`config.mk`:
```
export PLATFORM = sky130hd
export DESIGN_NAME = sprs_core
export DESIGN_NICKNAME = d
export VERILOG_FILES = /design/src/include/sprs_pkg.sv /design/src/hw/sprs_core.sv
export SDC_FILE = /design/constraint.sdc
export NUM_CORES = 1
export LEC_CHECK = 0
export ABC_AREA = 1
export BUFFER_PORTS_ARGS = -buffer_cell sky130_fd_sc_hd__buf_2
export CORE_MARGIN = 1.5
export CORE_UTILIZATION = 50
export CTS_CLUSTER_SIZE = 10
export DETAILED_ROUTE_END_ITERATION = 10
export PLACE_DENSITY = 0.82
export SYNTH_ARGS = -nofsm -noshare
export SYNTH_HDL_FRONTEND = slang
export SYNTH_SLANG_ARGS = --single-unit
```
`constraint.sdc`:
```
create_clock -name mclk -period 2.67 [get_ports mclk]
set_clock_uncertainty 0.2 [all_clocks]
set_input_delay 0.534 -clock mclk [delete_from_list [all_inputs] [get_ports mclk]]
set_output_delay 0.534 -clock mclk [all_outputs]
set_load 0.005 [all_outputs]
```
`src/include/sprs_pkg.sv`:
```
package sprs_pkg;
	// ----------------------------------------
	// Widths and encodings
	// ----------------------------------------
	localparam int PC_W = 21;
	localparam int STK_DEPTH = 31;
	localparam int STK_PTR_W = 5;
	localparam logic [15:0] OP_PUSH = 16'h0005;
	localparam logic [15:0] OP_SWRESET = 16'h00ff;
	localparam logic [4:0] OP_REL_CALL_TOP = 5'h1b;
	localparam int REL_CALL_OFF_W = 11;
	localparam logic [PC_W-1:0] PC_STEP = 21'h000002;
	// ----------------------------------------
	// Reset values
	// ----------------------------------------
	localparam logic [PC_W-1:0] PC_RST = 21'h000000;
	localparam logic [STK_PTR_W-1:0] SP_RST = 5'h00;
	localparam logic [1:0] QPH_RST = 2'h0;
	localparam logic [7:0] STATUS_RST = 8'h00;
	// Quarter-phase indices
	localparam logic [1:0] QPH_Q1 = 2'h0;
	localparam logic [1:0] QPH_Q2 = 2'h1;
	localparam logic [1:0] QPH_Q4 = 2'h3;

	typedef enum logic [1:0] {SPRS_EXEC, SPRS_NOP_CYC} sprs_state_e;

	typedef struct packed {
		logic [15:0] opcode;
		logic valid;
	} sprs_instr_s;

	typedef struct packed {
		logic [PC_W-1:0] pc;
		logic [PC_W-1:0] top_of_stack_entry;
		logic [STK_PTR_W-1:0] sp;
		logic [7:0] status;
		logic swreset;
	} sprs_core_s;
endpackage

```
`src/hw/sprs_core.sv`:
```
`timescale 1ns/100ps
// Contract
// - Push writes PC+2 to stack top, flags kept
// - Old top moves one level deeper
// - Call offset: 11-bit signed, -1024..1023
// - Call first pushes PC+2 as return
// - PC = PC+2+2n; two cycles, second idle
// - Software reset hits master-clear registers, one cycle
// - After software reset, values equal master-clear
module sprs_core #(
	parameter int DEPTH = sprs_pkg::STK_DEPTH
) (
	input wire logic mclk,
	input wire logic rst_n,
	input wire sprs_pkg::sprs_instr_s instr,
	input wire logic [7:0] status_in,
	input wire logic status_we,
	output sprs_pkg::sprs_core_s core,
	output logic [1:0] qphase,
	output logic busy
);
	import sprs_pkg::*;

	// ----------------------------------------
	// State
	// ----------------------------------------
	logic [PC_W-1:0] pc_r, pc_nxt;
	logic [PC_W-1:0] stk_r [DEPTH];
	logic [PC_W-1:0] stk_nxt [DEPTH];
	logic [STK_PTR_W-1:0] sp_r, sp_nxt;
	logic [7:0] status_r, status_nxt;
	logic [1:0] q_r, q_nxt;
	sprs_state_e st_r, st_nxt;
	logic swrst_r, swrst_nxt;
	logic [PC_W-1:0] tgt_r, tgt_nxt;
	logic is_push, is_call, is_rst;

	function automatic logic [PC_W-1:0] call_target(input logic [PC_W-1:0] pc, input logic [15:0] op);
		logic [PC_W-1:0] off;
		off = {{(PC_W-REL_CALL_OFF_W){op[REL_CALL_OFF_W-1]}}, op[REL_CALL_OFF_W-1:0]};
		return pc + PC_STEP + (off << 1);
	endfunction

	// ----------------------------------------
	// Decode
	// ----------------------------------------
	// Nothing is decoded in the idle half of a call
	always_comb begin
		is_push = instr.valid && st_r == SPRS_EXEC && instr.opcode == OP_PUSH;
		is_call = instr.valid && st_r == SPRS_EXEC && instr.opcode[15:11] == OP_REL_CALL_TOP;
		is_rst = instr.valid && st_r == SPRS_EXEC && instr.opcode == OP_SWRESET;
	end

	// ----------------------------------------
	// Next state
	// ----------------------------------------
	always_comb begin
		pc_nxt = pc_r;
		stk_nxt = stk_r;
		sp_nxt = sp_r;
		status_nxt = status_we ? status_in : status_r;
		q_nxt = q_r + 2'h1;
		st_nxt = st_r;
		swrst_nxt = 1'b0;
		tgt_nxt = tgt_r;
		// Push and call share the Q2 stack write
		if ((is_push || is_call) && q_r == QPH_Q2) begin
			for (int i = DEPTH - 1; i > 0; i--) begin
				stk_nxt[i] = stk_r[i-1];
			end
			stk_nxt[0] = pc_r + PC_STEP;
			// Full stack: deepest entry falls off, count saturates
			if (sp_r < STK_PTR_W'(DEPTH))
				sp_nxt = sp_r + 5'h01;
		end
		if (is_call && q_r == QPH_Q2)
			tgt_nxt = call_target(pc_r, instr.opcode);
		case (st_r)
			SPRS_EXEC: begin
				if (q_r == QPH_Q4) begin
					if (is_call) begin
						pc_nxt = tgt_r;
						st_nxt = SPRS_NOP_CYC;
					end else if (instr.valid && !is_rst) begin
						pc_nxt = pc_r + PC_STEP;
					end
				end
			end
			SPRS_NOP_CYC: begin
				if (q_r == QPH_Q4)
					st_nxt = SPRS_EXEC;
			end
			default: st_nxt = SPRS_EXEC;
		endcase
		// Software reset wins, same values as master clear
		if (is_rst && q_r == QPH_Q2) begin
			pc_nxt = PC_RST;
			sp_nxt = SP_RST;
			status_nxt = STATUS_RST;
			q_nxt = QPH_RST;
			st_nxt = SPRS_EXEC;
			swrst_nxt = 1'b1;
			tgt_nxt = PC_RST;
			for (int i = 0; i < DEPTH; i++)
				stk_nxt[i] = PC_RST;
		end
	end

	// ----------------------------------------
	// Registers
	// ----------------------------------------
	always_ff @(posedge mclk or negedge rst_n) begin
		if (!rst_n) begin
			pc_r <= PC_RST;
			sp_r <= SP_RST;
			status_r <= STATUS_RST;
			q_r <= QPH_RST;
			st_r <= SPRS_EXEC;
			swrst_r <= 1'b0;
			tgt_r <= PC_RST;
			for (int i = 0; i < DEPTH; i++)
				stk_r[i] <= PC_RST;
		end else begin
			pc_r <= pc_nxt;
			sp_r <= sp_nxt;
			status_r <= status_nxt;
			q_r <= q_nxt;
			st_r <= st_nxt;
			swrst_r <= swrst_nxt;
			tgt_r <= tgt_nxt;
			stk_r <= stk_nxt;
		end
	end

	// ----------------------------------------
	// Outputs
	// ----------------------------------------
	always_ff @(posedge mclk or negedge rst_n) begin
		if (!rst_n) begin
			core <= '0;
			qphase <= QPH_RST;
			busy <= 1'b0;
		end else begin
			core <= '{
				pc: pc_nxt,
				top_of_stack_entry: stk_nxt[0],
				sp: sp_nxt,
				status: status_nxt,
				swreset: swrst_nxt
			};
			qphase <= q_nxt;
			busy <= (st_nxt == SPRS_NOP_CYC);
		end
	end
endmodule // sprs_core

```
# After elaboration in Yosys (flattened, before gate mapping)
# Index checks and enable logic that the tools add are counted.
# W data, S select, Z words.
[totals]
ff_bits = 691
input_bits = 28
out_inout_bits = 59
wordCells = 91
[op_classes]
n_addsub = 4
order_cmp = 1
eq_ne = 7
n_mux = 21
reduce_logical = 20
[ops]
columns = ["op", "count"]
rows = [
  ["$mux W651", 2],
  ["$mux W21", 7],
  ["$add A21 B2 Y21 const B", 1],
  ["$add A21 B21 Y21", 1],
  ["$eq A16 B3 Y1 const B", 1],
  ["$eq A16 B8 Y1 const B", 1],
  ["$mux W8", 2],
  ["$mux W5", 3],
  ["$reduce_bool A2 Y1", 6],
  ["$mux W2", 5],
  ["$logic_and A1 B1 Y1", 8],
  ["$eq A2 B1 Y1 const B", 3],
  ["$add A5 B1 Y5 const B", 1],
  ["$eq A5 B5 Y1 const B", 1],
  ["$lt A5 B5 Y1 const B", 1],
  ["$pmux W2 S2", 1],
  ["$reduce_and A3 Y1", 1],
  ["$reduce_bool A3 Y1", 1],
  ["$add A2 B1 Y2 const B", 1],
  ["$eq A2 B2 Y1 const B", 1],
  ["$logic_not A2 Y1", 1],
  ["$reduce_and A2 Y1", 1],
  ["$logic_not A1 Y1", 1],
  ["$logic_or A1 B1 Y1", 1],
  ["$mux W1", 1],
]

# Logic depth before layout (Yosys ltp)
# Gate-level depths: netlist of run 1.
[depth]
depth_word = 10
ltp_mapped = 20
depth_no_buf = 20

# Worst setup path before layout of run 1
# No wires, ideal clock.
[synth_timing]
path_type = "register to register"
from = "reg, netlist name core[36]"
to = "reg tgt_r[15]"
setup_ps = 83
t_arrival_ps = 2360
required_time_ps = 2387
setup_slack_ps = 28
path_stages_with_launch = 16
path_buffers = 0
period_less_slack_ps = 2642
cell_sequence = "dfrtp_1 -> ha_1 -> nand2_1 -> nor2_2 -> nand3_1 -> nor2_1 -> xor2_1 -> ha_1 -> nand2_1 -> nor2_1 -> nor2_1 -> a21boi_0 -> nand2_1 -> nand2_1 -> nand2_1 -> o21ai_0"
[synth_lines]
columns = ["element", "line", "rtl"]
rows = [
  ["end signal: assignment", "sprs_core.sv:130", "tgt_r <= tgt_nxt;"],
  ["end: declaration", "sprs_core.sv:35", "logic [PC_W-1:0] tgt_r, tgt_nxt;"],
]

==> results_dict.tcl, run 1 <==
set metrics [dict create \
    routabilityCongestion 1.02 \
    hp-class "in -> reg" \
    max_freq_mhz 350 \
    fin_crit_sh_pct 107 \
    seq_power_share_pct 34.6 \
    layout_common_cells "240 x nand2_1, 95 x buf_4, 85 x buf_2" \
    hp-start "status_in[2]" \
    totalWireLength_um 19500 \
    switching_power_w 0.00161 \
    violations "negative setup slack" \
    critPathArrivalTime_ns 2.94 \
    sw_frac_of_total_pct 39.5 \
    drtIter0Drc 640 \
    ioPinCount 87 \
    via_per_inst 5.73 \
    grt_pass1_vias 5469 \
    grt_usage_pct 30.0 \
    numCtsBuffers 9 \
    critPathLaunchType "flip-flop" \
    antenna_found_initial 0 \
    drive_gt1_share_pct 37.9 \
    h-tree-depth 3 \
    setup_tns_ns -1.07 \
    timing_max_transition_violations_final 0 \
    cts_sinks 82 \
    grt_start_max_net_pins 44 \
    period_needed_ns 2.86 \
    p_comb_share_pct 44.0 \
    p_total_w 0.00408 \
    finalWorstSetupSlack_ns -0.190 \
    p_leak_nw 3.93 \
    synth_nets 820 \
    vias 6251 \
    synth-seq-cells 82 \
    powerDensity_nw_per_um2 540 \
    drc 0 \
    areaGrowthSynthToFinish_pct 38.9 \
    post-dp-hpwl_um 12300 \
    crit_fanout 4 \
    r2r_cells 15 \
    end_kind "flip-flop" \
    ant_nets 0 \
    cts_tree "built" \
    layout_commonest_cell "nand2_1" \
    clockBufferDepth 2 \
    worst_pin_slew_ns 0.714 \
    syn_area_per_cell_um2 7.11 \
    worst-setup-path-type "reg -> reg" \
    r2r_start "core[40]$_DFFE_PN0P_" \
    synth.distinct_cells 43 \
    p_int_w 0.00247 \
    core_um2 10500 \
    antenna_cells 0 \
    wire_per_inst_um 17.9 \
    hold_slack_ns 0.269 \
    synth.largest_area_cell "dfrtp_1" \
    portBuffers 86 \
    yosysWarnings 0 \
    initial_utilization_pct 52.1 \
    maxCapViolations 0 \
    synth.top_cells.by_area "dfrtp_1 38%, nand2_1 19%, inv_1 5.9%" \
    min_path_cells 4 \
    r2r_end "tgt_r[16]$_DFFE_PN0P_" \
    drtPass1Iterations 6 \
    ys_seq_area_share_pct 37.7 \
    finalHoldViolCount 0 \
    hold_end "core[3]$_DFFE_PN0P_" \
    status "finished, violations left" \
    grt_pass1_wl_um 26700 \
    netlist.area_leader.share_pct 37.7 \
    netlist_instances 766 \
    reg2reg_slack_ns -0.19 \
    grt_remaining_overflow 0 \
    slew_headroom_pct 52.3 \
    clkTransAtPathRegs_ns 0.10 \
    nNetsFinal 1004 \
    cts-root-buf "clkbuf_8" \
    crit_required_ns 2.75 \
    p_clk_share_pct 21.3 \
    rows 37 \
    final-setup-viol-count 11 \
    die_area_um2 11500 \
    dieHeight_um 107 \
    rsz0062_at_grt "yes" \
    clkLatencyLatePin_ns 0.38 \
    vdd_drop_max_mv 0.387 \
    die_x_um 107 \
    synth_area_um2 5450 \
    final_util_pct 72.3 \
]
[power by group through the flow]
stage	Combinational (W)	Sequential (W)	Clock [W]
2_1_floorplan	0.000669	0.00144	0
3_3_place_gp	0.00128	0.00142	0
3_5_place_dp	0.00130	0.00143	0
4_1_cts	0.00143	0.00140	0.000856
5_1_grt	0.00192	0.00143	0.000918
6_report	0.00180	0.00141	0.000872
[Yosys cell counts (all sizes together)]
cell type and number:
xnor2 5, or2 3, o31ai 1, and2 1, nand4 12, o21ai 78, a22o 1, inv 89
nor2 79, buf 10, a21o 2, nor3 5, dfrtp 82, conb 1, xor2 7, nand3 47
mux2 8, nand3b 1, a21boi 1, a21oi 24, a211oi 2, clkbuf 3, fa 1, clkinv 2
ha 25, o21bai 3, nand2 273
[layout make-up]
class                           instances  area, um^2
Multi-Input combinational cell        580        3600
Fill cell                             716        2900
Sequential cell                        82        2050
Timing Repair Buffer                  186        1210
Inverter                               91         349
Tap cell                              136         170
Clock buffer                            9         124
Clock inverter                          7        52.6
[registers in the layout, summed over array words and instances (netlist names)]
| signal | flops |
|---|---|
| qphase | 2 |
| core | 56 |
| tgt_r | 21 |
| busy | 1 |
| st_r | 2 |
[critical path, cell delays in order, from the launching register on]
cell	delay, ns
dfrtp_1	0.42
nand2_2	0.11
nor3_4	0.29
nand3_2	0.15
xor2_2	0.18
buf_4	0.15
inv_1	0.07
ha_4	0.33
nand2_4	0.08
nor2_2	0.17
buf_4	0.15
nand3_2	0.15
nand2_2	0.12
nand2_1	0.05
nand2_1	0.07
o21ai_2	0.05
[worst max-delay path by stage]
stage | from | endpoint | slack [ns] | cells after the start
floorplan | core[36]$_DFFE_PN0P_ | tgt_r[15]$_DFFE_PN0P_ | 0.03 | 15
global placement | core[44]$_DFFE_PN0P_ | tgt_r[20]$_DFFE_PN0P_ | -0.31 | 18
detailed placement | core[36]$_DFFE_PN0P_ | tgt_r[20]$_DFFE_PN0P_ | -0.33 | 18
CTS | core[36]$_DFFE_PN0P_ | tgt_r[20]$_DFFE_PN0P_ | -0.03 | 17
global route | core[38]$_DFFE_PN0P_ | tgt_r[20]$_DFFE_PN0P_ | -0.35 | 17
finish | core[40]$_DFFE_PN0P_ | tgt_r[16]$_DFFE_PN0P_ | -0.19 | 15
[cell families (layout without fill, tap and decap cells)]
| family | Yosys count | after routing | share of synthesized area, % |
|---|---|---|---|
| AO/OA/AOI/OAI | 112 | 112 | 11.6 |
| XOR/XNOR | 12 | 12 | 1.93 |
| adder cells (fa/ha/maj) | 26 | 26 | 6.11 |
| buffers and inverters | 104 | 293 | 8.38 |
| flip-flops | 82 | 82 | 37.7 |
| multiplexers | 8 | 8 | 1.65 |
| other | 1 | 1 | 0.0688 |
| AND/OR/NAND/NOR | 421 | 421 | 32.6 |
[per-stage QoR]
| step | worst slack, ns | area, um^2 | std cells |
|---|---|---|---|
| after floorplan | 0.0276 | 5450 | 766 |
| after global placement | -0.310 | 6550 | 1054 |
| after detailed placement | -0.329 | 6550 | 1054 |
| after CTS | -0.0288 | 7060 | 1084 |
| after global routing | -0.346 | 7570 | 1091 |
| final | -0.190 | 7570 | 1091 |
[routing by layer]
metal	vias up	global-route usage, %	part of all wire (%)
met1	2913	38.3	38
met2	413	48.7	47
li1	2823	-	-
met5	-	0	0
met3	102	5.33	8.7
met4	0	15.8	6.3
[what timing repair did]
item                                    CTS  global route
pin swaps                                22            46
hold buffers                              1             0
endpoints found under the setup margin   12            14
gates resized for setup                  53           114
endpoints found under the hold margin    40             0
buffers inserted                         13             7
(Power assumes the default switching activity.)
==> run 2: changes to the inputs <==
--- a/config.mk
+++ b/config.mk
@@ -11,6 +11,7 @@
 export CORE_UTILIZATION = 50
 export CTS_CLUSTER_SIZE = 10
 export DETAILED_ROUTE_END_ITERATION = 10
+export MAX_ROUTING_LAYER = met4
 export PLACE_DENSITY = 0.82
 export SYNTH_ARGS = -nofsm -noshare
 export SYNTH_HDL_FRONTEND = slang
==> run 2 against run 1 <==
Design area grew 0.69%. Critical path type unchanged. The run still ends with negative setup slack left. Cell count shrank 0.37%. Sequential power is essentially flat. Critical path depth grew 1. Count of clock-buffer cells in the layout grew 4. Die area is the same.
==> results_dict.tcl, run 2 (synthesis gave the netlist of run 1 again) <==
set metrics [dict create \
    p_leak_nw 3.90 \
    clkTransAtPathRegs_ns 0.08 \
    p_comb_share_pct 44.1 \
    crit_required_ns 2.73 \
    cp_slowest_cell "dfrtp_1" \
    finalHoldViolCount 0 \
    wire_per_inst_um 17.7 \
    drive_gt1_share_pct 38.0 \
    ioPinCount 87 \
    drc 0 \
    sw_frac_of_total_pct 38.0 \
    p_clk_share_pct 21.7 \
    cp_slowest_stage_delay_ns 0.37 \
    core_um2 10500 \
    grt_pass1_wl_um 27600 \
    p_int_w 0.00258 \
    dieHeight_um 107 \
    r2r_cells 16 \
    reg.largest.list "core: 56 flops, tgt_r: 21 flops" \
    largest_reg_flops 56 \
    final-setup-viol-count 12 \
    via_per_inst 5.74 \
    setup_tns_ns -0.860 \
    status "finished, violations left" \
    critPathArrivalTime_ns 2.91 \
    maxCapViolations 0 \
    cts-root-buf "clkbuf_8" \
    areaGrowthSynthToFinish_pct 39.8 \
    rows 37 \
    r2r_start "core[45]$_DFFE_PN0P_" \
    grt_start_max_net_pins 34 \
    clockBufferDepth 2 \
    hold_end "core[4]$_DFFE_PN0P_" \
    clkLatencyLatePin_ns 0.37 \
    seq_power_share_pct 34.1 \
    finalWorstSetupSlack_ns -0.176 \
    initial_utilization_pct 52.1 \
    post-dp-hpwl_um 12500 \
    layout_commonest_cell "nand2_1" \
    ant_nets 0 \
    die_area_um2 11500 \
    grt_pass1_vias 5763 \
    r2r_end "tgt_r[20]$_DFFE_PN0P_" \
    totalWireLength_um 19300 \
    numCtsBuffers 9 \
    reg2reg_slack_ns -0.18 \
    vdd_drop_max_mv 0.322 \
    hp-start "status_in[3]" \
    max_freq_mhz 351 \
    top_register "core" \
    antenna_found_initial 0 \
    powerDensity_nw_per_um2 546 \
    crit_buf_inv 2 \
    grt_usage_pct 31.9 \
    hp-class "in -> reg" \
    switching_power_w 0.00158 \
    end_kind "flip-flop" \
    p_total_w 0.00416 \
    crit_family "simple AND/OR/NAND/NOR gates" \
    portBuffers 86 \
    fill_cells 708 \
    violations "negative setup slack" \
    slew_headroom_pct 46.8 \
    routabilityCongestion 0.977 \
    drtIter0Drc 634 \
    die_x_um 107 \
    cts_sinks 82 \
    cts_tree "built" \
    timing_max_transition_violations_final 0 \
    nNetsFinal 1000 \
    h-tree-depth 3 \
    layout_common_cells "236 x nand2_1, 88 x buf_4, 85 x buf_2" \
    period_needed_ns 2.85 \
    antenna_cells 0 \
    cp_common_cell "nand2_1" \
    worst_pin_slew_ns 0.798 \
    vias 6234 \
    min_path_cells 4 \
    fin_crit_sh_pct 107 \
    worst-setup-path-type "reg -> reg" \
    grt_remaining_overflow 0 \
    crit_fanout 4 \
    drtPass1Iterations 6 \
    crit_chain "buf_4 > nand2_1 > nor3_2 > nand2_1 > nor2_2 > nand3_2 > nand2_2 > inv_2 > ha_4 > nand4_1 > nor2_2 > nand3b_1 > nand3_2 > nand3_1 > nand3_1 > nand2_1" \
    rsz0062_at_grt "yes" \
    critPathLaunchType "flip-flop" \
]
run 2: cell types whose count changed in the layout (fill, tap and decap cells not counted), sizes merged:
cell	change
clkinv	-2
buf	-4
inv	-2
clkbuf	+4
run 2: routing by layer:
layer / global-route usage [%] / vias to the layer above / wire length, um
met5: - / - / 0
met4: 14.3 / 0 / 1040
li1: - / 2812 / -
met3: 4.66 / 106 / 1780
met1: 39.6 / 2897 / 7230
met2: 51.9 / 419 / 9210
run 2: worst reg2reg max path: stages (launching register included):
cell,delay (ns)
dfrtp_1,0.37
buf_4,0.16
nand2_1,0.13
nor3_2,0.22
nand2_1,0.12
nor2_2,0.21
nand3_2,0.12
nand2_2,0.12
inv_2,0.06
ha_4,0.28
nand4_1,0.16
nor2_2,0.18
nand3b_1,0.10
nand3_2,0.11
nand3_1,0.08
nand3_1,0.09
nand2_1,0.05
run 2: through the flow:
step | worst slack [ns] | instances | util, % | instance area, um^2 | hold WS, ns
floorplan | 0.0276 | 766 | - | 5450 | 0.0384
global placement | -0.181 | 1054 | 62.7 | 6560 | 0.250
detailed placement | -0.208 | 1054 | 62.7 | 6560 | 0.266
CTS | -0.0299 | 1084 | 68.3 | 7140 | 0.277
global route | -0.292 | 1087 | 72.8 | 7620 | 0.291
finish | -0.176 | 1087 | 72.8 | 7620 | 0.281
run 2: final cells by class:
cell class	count	area, um^2	area share, %
timing repair buffer	182	1200	15.8
sequential	82	2060	27.0
clock inverter	3	21.3	0.279
multi-input combinational	580	3650	47.9
inverter	91	349	4.58
tap	136	170	2.23
clock buffer	13	169	2.22
run 2: worst max-delay path by stage:
stage	startpoint	endpoint	slack (ns)	cells after the start
finish	core[45]$_DFFE_PN0P_	tgt_r[20]$_DFFE_PN0P_	-0.18	16
global placement	core[44]$_DFFE_PN0P_	tgt_r[20]$_DFFE_PN0P_	-0.18	18
detailed placement	core[36]$_DFFE_PN0P_	tgt_r[15]$_DFFE_PN0P_	-0.21	15
floorplan	core[36]$_DFFE_PN0P_	tgt_r[15]$_DFFE_PN0P_	0.03	15
global route	core[37]$_DFFE_PN0P_	tgt_r[13]$_DFFE_PN0P_	-0.29	13
CTS	core[37]$_DFFE_PN0P_	tgt_r[20]$_DFFE_PN0P_	-0.03	17
run 2: power groups by stage:
stage | Clock, W | Sequential [W] | Combinational [W]
finish | 0.000903 | 0.00142 | 0.00183
global placement | 0 | 0.00142 | 0.00129
CTS | 0.000901 | 0.00140 | 0.00146
global route | 0.000958 | 0.00143 | 0.00197
detailed placement | 0 | 0.00142 | 0.00131
floorplan | 0 | 0.00144 | 0.000669
run 2: what timing repair did:
| item | 4_1_cts | 5_1_grt |
|---|---|---|
| gates cloned | 0 | 0 |
| endpoints found under the hold margin | 30 | 0 |
| hold buffers | 1 | 0 |
| pin swaps | 23 | 50 |
| gates resized for setup | 59 | 113 |
| endpoints found under the setup margin | 11 | 16 |
| buffers inserted | 13 | 5 |
==> run 3: changes to the inputs <==
--- a/config.mk
+++ b/config.mk
@@ -7,12 +7,14 @@
 export LEC_CHECK = 0
 export ABC_AREA = 1
 export BUFFER_PORTS_ARGS = -buffer_cell sky130_fd_sc_hd__buf_2
+export CELL_PAD_IN_SITES_DETAIL_PLACEMENT = 0
+export CELL_PAD_IN_SITES_GLOBAL_PLACEMENT = 1
 export CORE_MARGIN = 1.5
-export CORE_UTILIZATION = 50
+export CORE_UTILIZATION = 37
 export CTS_CLUSTER_SIZE = 10
 export DETAILED_ROUTE_END_ITERATION = 10
 export MAX_ROUTING_LAYER = met4
-export PLACE_DENSITY = 0.82
+export PLACE_DENSITY = 0.84
 export SYNTH_ARGS = -nofsm -noshare
 export SYNTH_HDL_FRONTEND = slang
 export SYNTH_SLANG_ARGS = --single-unit
==> run 3 against run 2 <==
The flow finishes with violations (negative hold slack, negative setup slack). Wire length down 9.6%. Flip-flop and latch count unchanged. Clock power up 54%. Hold slack worse by 0.29 ns. Maximum frequency up 5.8%. Global-route usage down 8.7 points. Critical path depth up 1. Sequential share of layout area down 0.65 points. Critical path type unchanged. Largest power group unchanged. Highest routed layer unchanged.
==> results_dict.tcl, run 3 (synthesis gave the netlist of run 1 again) <==
set metrics [dict create \
    period_needed_ns 2.69 \
    p_leak_nw 4.03 \
    die_area_um2 15500 \
    grt_usage_pct 23.2 \
    ioPinCount 87 \
    multi_input_area_um2 3540 \
    cp_slowest_stage_delay_ns 0.40 \
    r2r_cells 17 \
    fill_cells 1345 \
    largest_reg_flops 56 \
    violations "negative hold slack, negative setup slack" \
    maxCapViolations 0 \
    cts_tree "built" \
    fin_crit_sh_pct 101 \
    cts-root-buf "clkbuf_16" \
    numCtsBuffers 9 \
    drtIter0Drc 487 \
    drc 0 \
    timing_max_transition_violations_final 0 \
    h-tree-depth 3 \
    cts_sinks 82 \
    portBuffers 86 \
    vdd_drop_max_mv 0.301 \
    via_per_inst 4.93 \
    totalWireLength_um 17400 \
    end_kind "flip-flop" \
    finalWorstSetupSlack_ns -0.0201 \
    vias 5682 \
    status "finished, violations left" \
    setup_tns_ns -0.0355 \
    top_register "core" \
    clkTransAtPathRegs_ns 0.07 \
    wire_per_inst_um 15.1 \
    cp_slowest_cell "dfrtp_1" \
    nNetsFinal 1017 \
    post-dp-hpwl_um 13000 \
    layout_commonest_cell "nand2_1" \
    final_util_pct 53.8 \
    critPathLaunchType "flip-flop" \
    worst_pin_slew_ns 0.739 \
    ant_nets 0 \
    hp-class "in -> async" \
    initial_utilization_pct 37.6 \
    core_um2 14500 \
    hold_slack_ns -0.00357 \
    grt_pass1_vias 5404 \
    r2r_start "core[37]$_DFFE_PN0P_" \
    rows 44 \
    antenna_found_initial 0 \
    max_freq_mhz 372 \
    drive_gt1_share_pct 37.5 \
    areaGrowthSynthToFinish_pct 43.1 \
    crit_chain "ha_2 > nand2_2 > nor2_4 > buf_6 > nand3_4 > nor2_4 > xor2_4 > ha_4 > nand2_4 > nor2_4 > inv_2 > nor2_2 > nand3b_1 > nand3_2 > nand3_1 > nand3_1 > nand2_1" \
    clkLatencyLatePin_ns 0.34 \
    reg.largest.list "core: 56 flops, tgt_r: 21 flops" \
    critPathArrivalTime_ns 2.72 \
    reg2reg_slack_ns -0.02 \
    rsz0062_at_grt "yes" \
    crit_required_ns 2.70 \
    slew_headroom_pct 50.7 \
    p_total_w 0.00455 \
    worst-setup-path-type "reg -> reg" \
    register_area_um2 2050 \
    crit_family "simple AND/OR/NAND/NOR gates" \
    grt_pass1_wl_um 27900 \
    path_depth 17 \
    grt_start_max_net_pins 45 \
    crit_buf_inv 2 \
    drtPass1Iterations 5 \
    dieHeight_um 124 \
    routabilityCongestion 0.954 \
    clockBufferDepth 2 \
    finalHoldViolCount 2 \
    crit_fanout 5 \
    cp_common_cell "nor2_4" \
    final-setup-viol-count 3 \
    layout_common_cells "246 x nand2_1, 112 x buf_4, 85 x buf_2" \
    grt_remaining_overflow 0 \
    die_x_um 124 \
    r2r_end "tgt_r[20]$_DFFE_PN0P_" \
    powerDensity_nw_per_um2 583 \
    antenna_cells 0 \
]
[run 3: worst max-delay path by stage]
| stage | startpoint | to | slack, ns |
|---|---|---|---|
| finish | core[37]$_DFFE_PN0P_ | tgt_r[20]$_DFFE_PN0P_ | -0.02 |
| global route | core[38]$_DFFE_PN0P_ | tgt_r[19]$_DFFE_PN0P_ | -0.22 |
| CTS | core[37]$_DFFE_PN0P_ | tgt_r[18]$_DFFE_PN0P_ | -0.01 |
| detailed placement | core[36]$_DFFE_PN0P_ | tgt_r[20]$_DFFE_PN0P_ | -0.28 |
| global placement | core[36]$_DFFE_PN0P_ | tgt_r[20]$_DFFE_PN0P_ | -0.19 |
| floorplan | core[36]$_DFFE_PN0P_ | tgt_r[15]$_DFFE_PN0P_ | 0.03 |
[run 3: worst register-to-register path, cell delays in order, from the launching register on]
cell and delay (ns):
dfrtp_1 0.40, ha_2 0.21, nand2_2 0.07, nor2_4 0.20, buf_6 0.13, nand3_4 0.06
nor2_4 0.13, xor2_4 0.10, ha_4 0.32, nand2_4 0.09, nor2_4 0.13, inv_2 0.05
nor2_2 0.12, nand3b_1 0.10, nand3_2 0.08, nand3_1 0.08, nand3_1 0.07, nand2_1 0.05
[run 3: per-stage QoR]
| stage | cell area (um^2) | std cells | hold WS [ns] | worst slack (ns) |
|---|---|---|---|---|
| finish | 7790 | 1152 | -0.00357 | -0.0201 |
| global route | 7790 | 1152 | 0.0354 | -0.218 |
| CTS | 7340 | 1143 | 0.0138 | -0.0131 |
| detailed placement | 6710 | 1116 | 0.258 | -0.284 |
| global placement | 6710 | 1116 | 0.251 | -0.194 |
| floorplan | 5450 | 766 | 0.0384 | 0.0276 |
[run 3: what timing repair did]
item	4_1_cts	5_1_grt
cloned	0	0
resized for setup	46	103
hold endpoints to repair	0	0
hold buffers	0	0
pin swaps	12	48
buffers inserted	11	9
endpoints found under the setup margin	14	15
[run 3: layer usage]
metal	wire length (um)	vias up	GRT usage (%)
li1	-	2835	-
met1	7760	2634	30.9
met2	8230	178	36.3
met4	569	0	8.05
met5	0	-	-
met3	838	35	3.22
[run 3: power by group]
| part | switching [W] | internal (W) | total [W] |
|---|---|---|---|
| sequential | 0.0000701 | 0.00134 | 0.00141 |
| clock | 0.000557 | 0.000828 | 0.00139 |
| combinational | 0.000932 | 0.000824 | 0.00176 |
[run 3: final cells by class]
type	count	share of cell area, %
Tap cell	184	2.95
Clock buffer	9	2.89
Inverter	91	4.51
Sequential cell	82	26.3
Multi-Input combinational cell	580	45.4
Timing Repair Buffer	199	16.6
Clock inverter	7	1.30
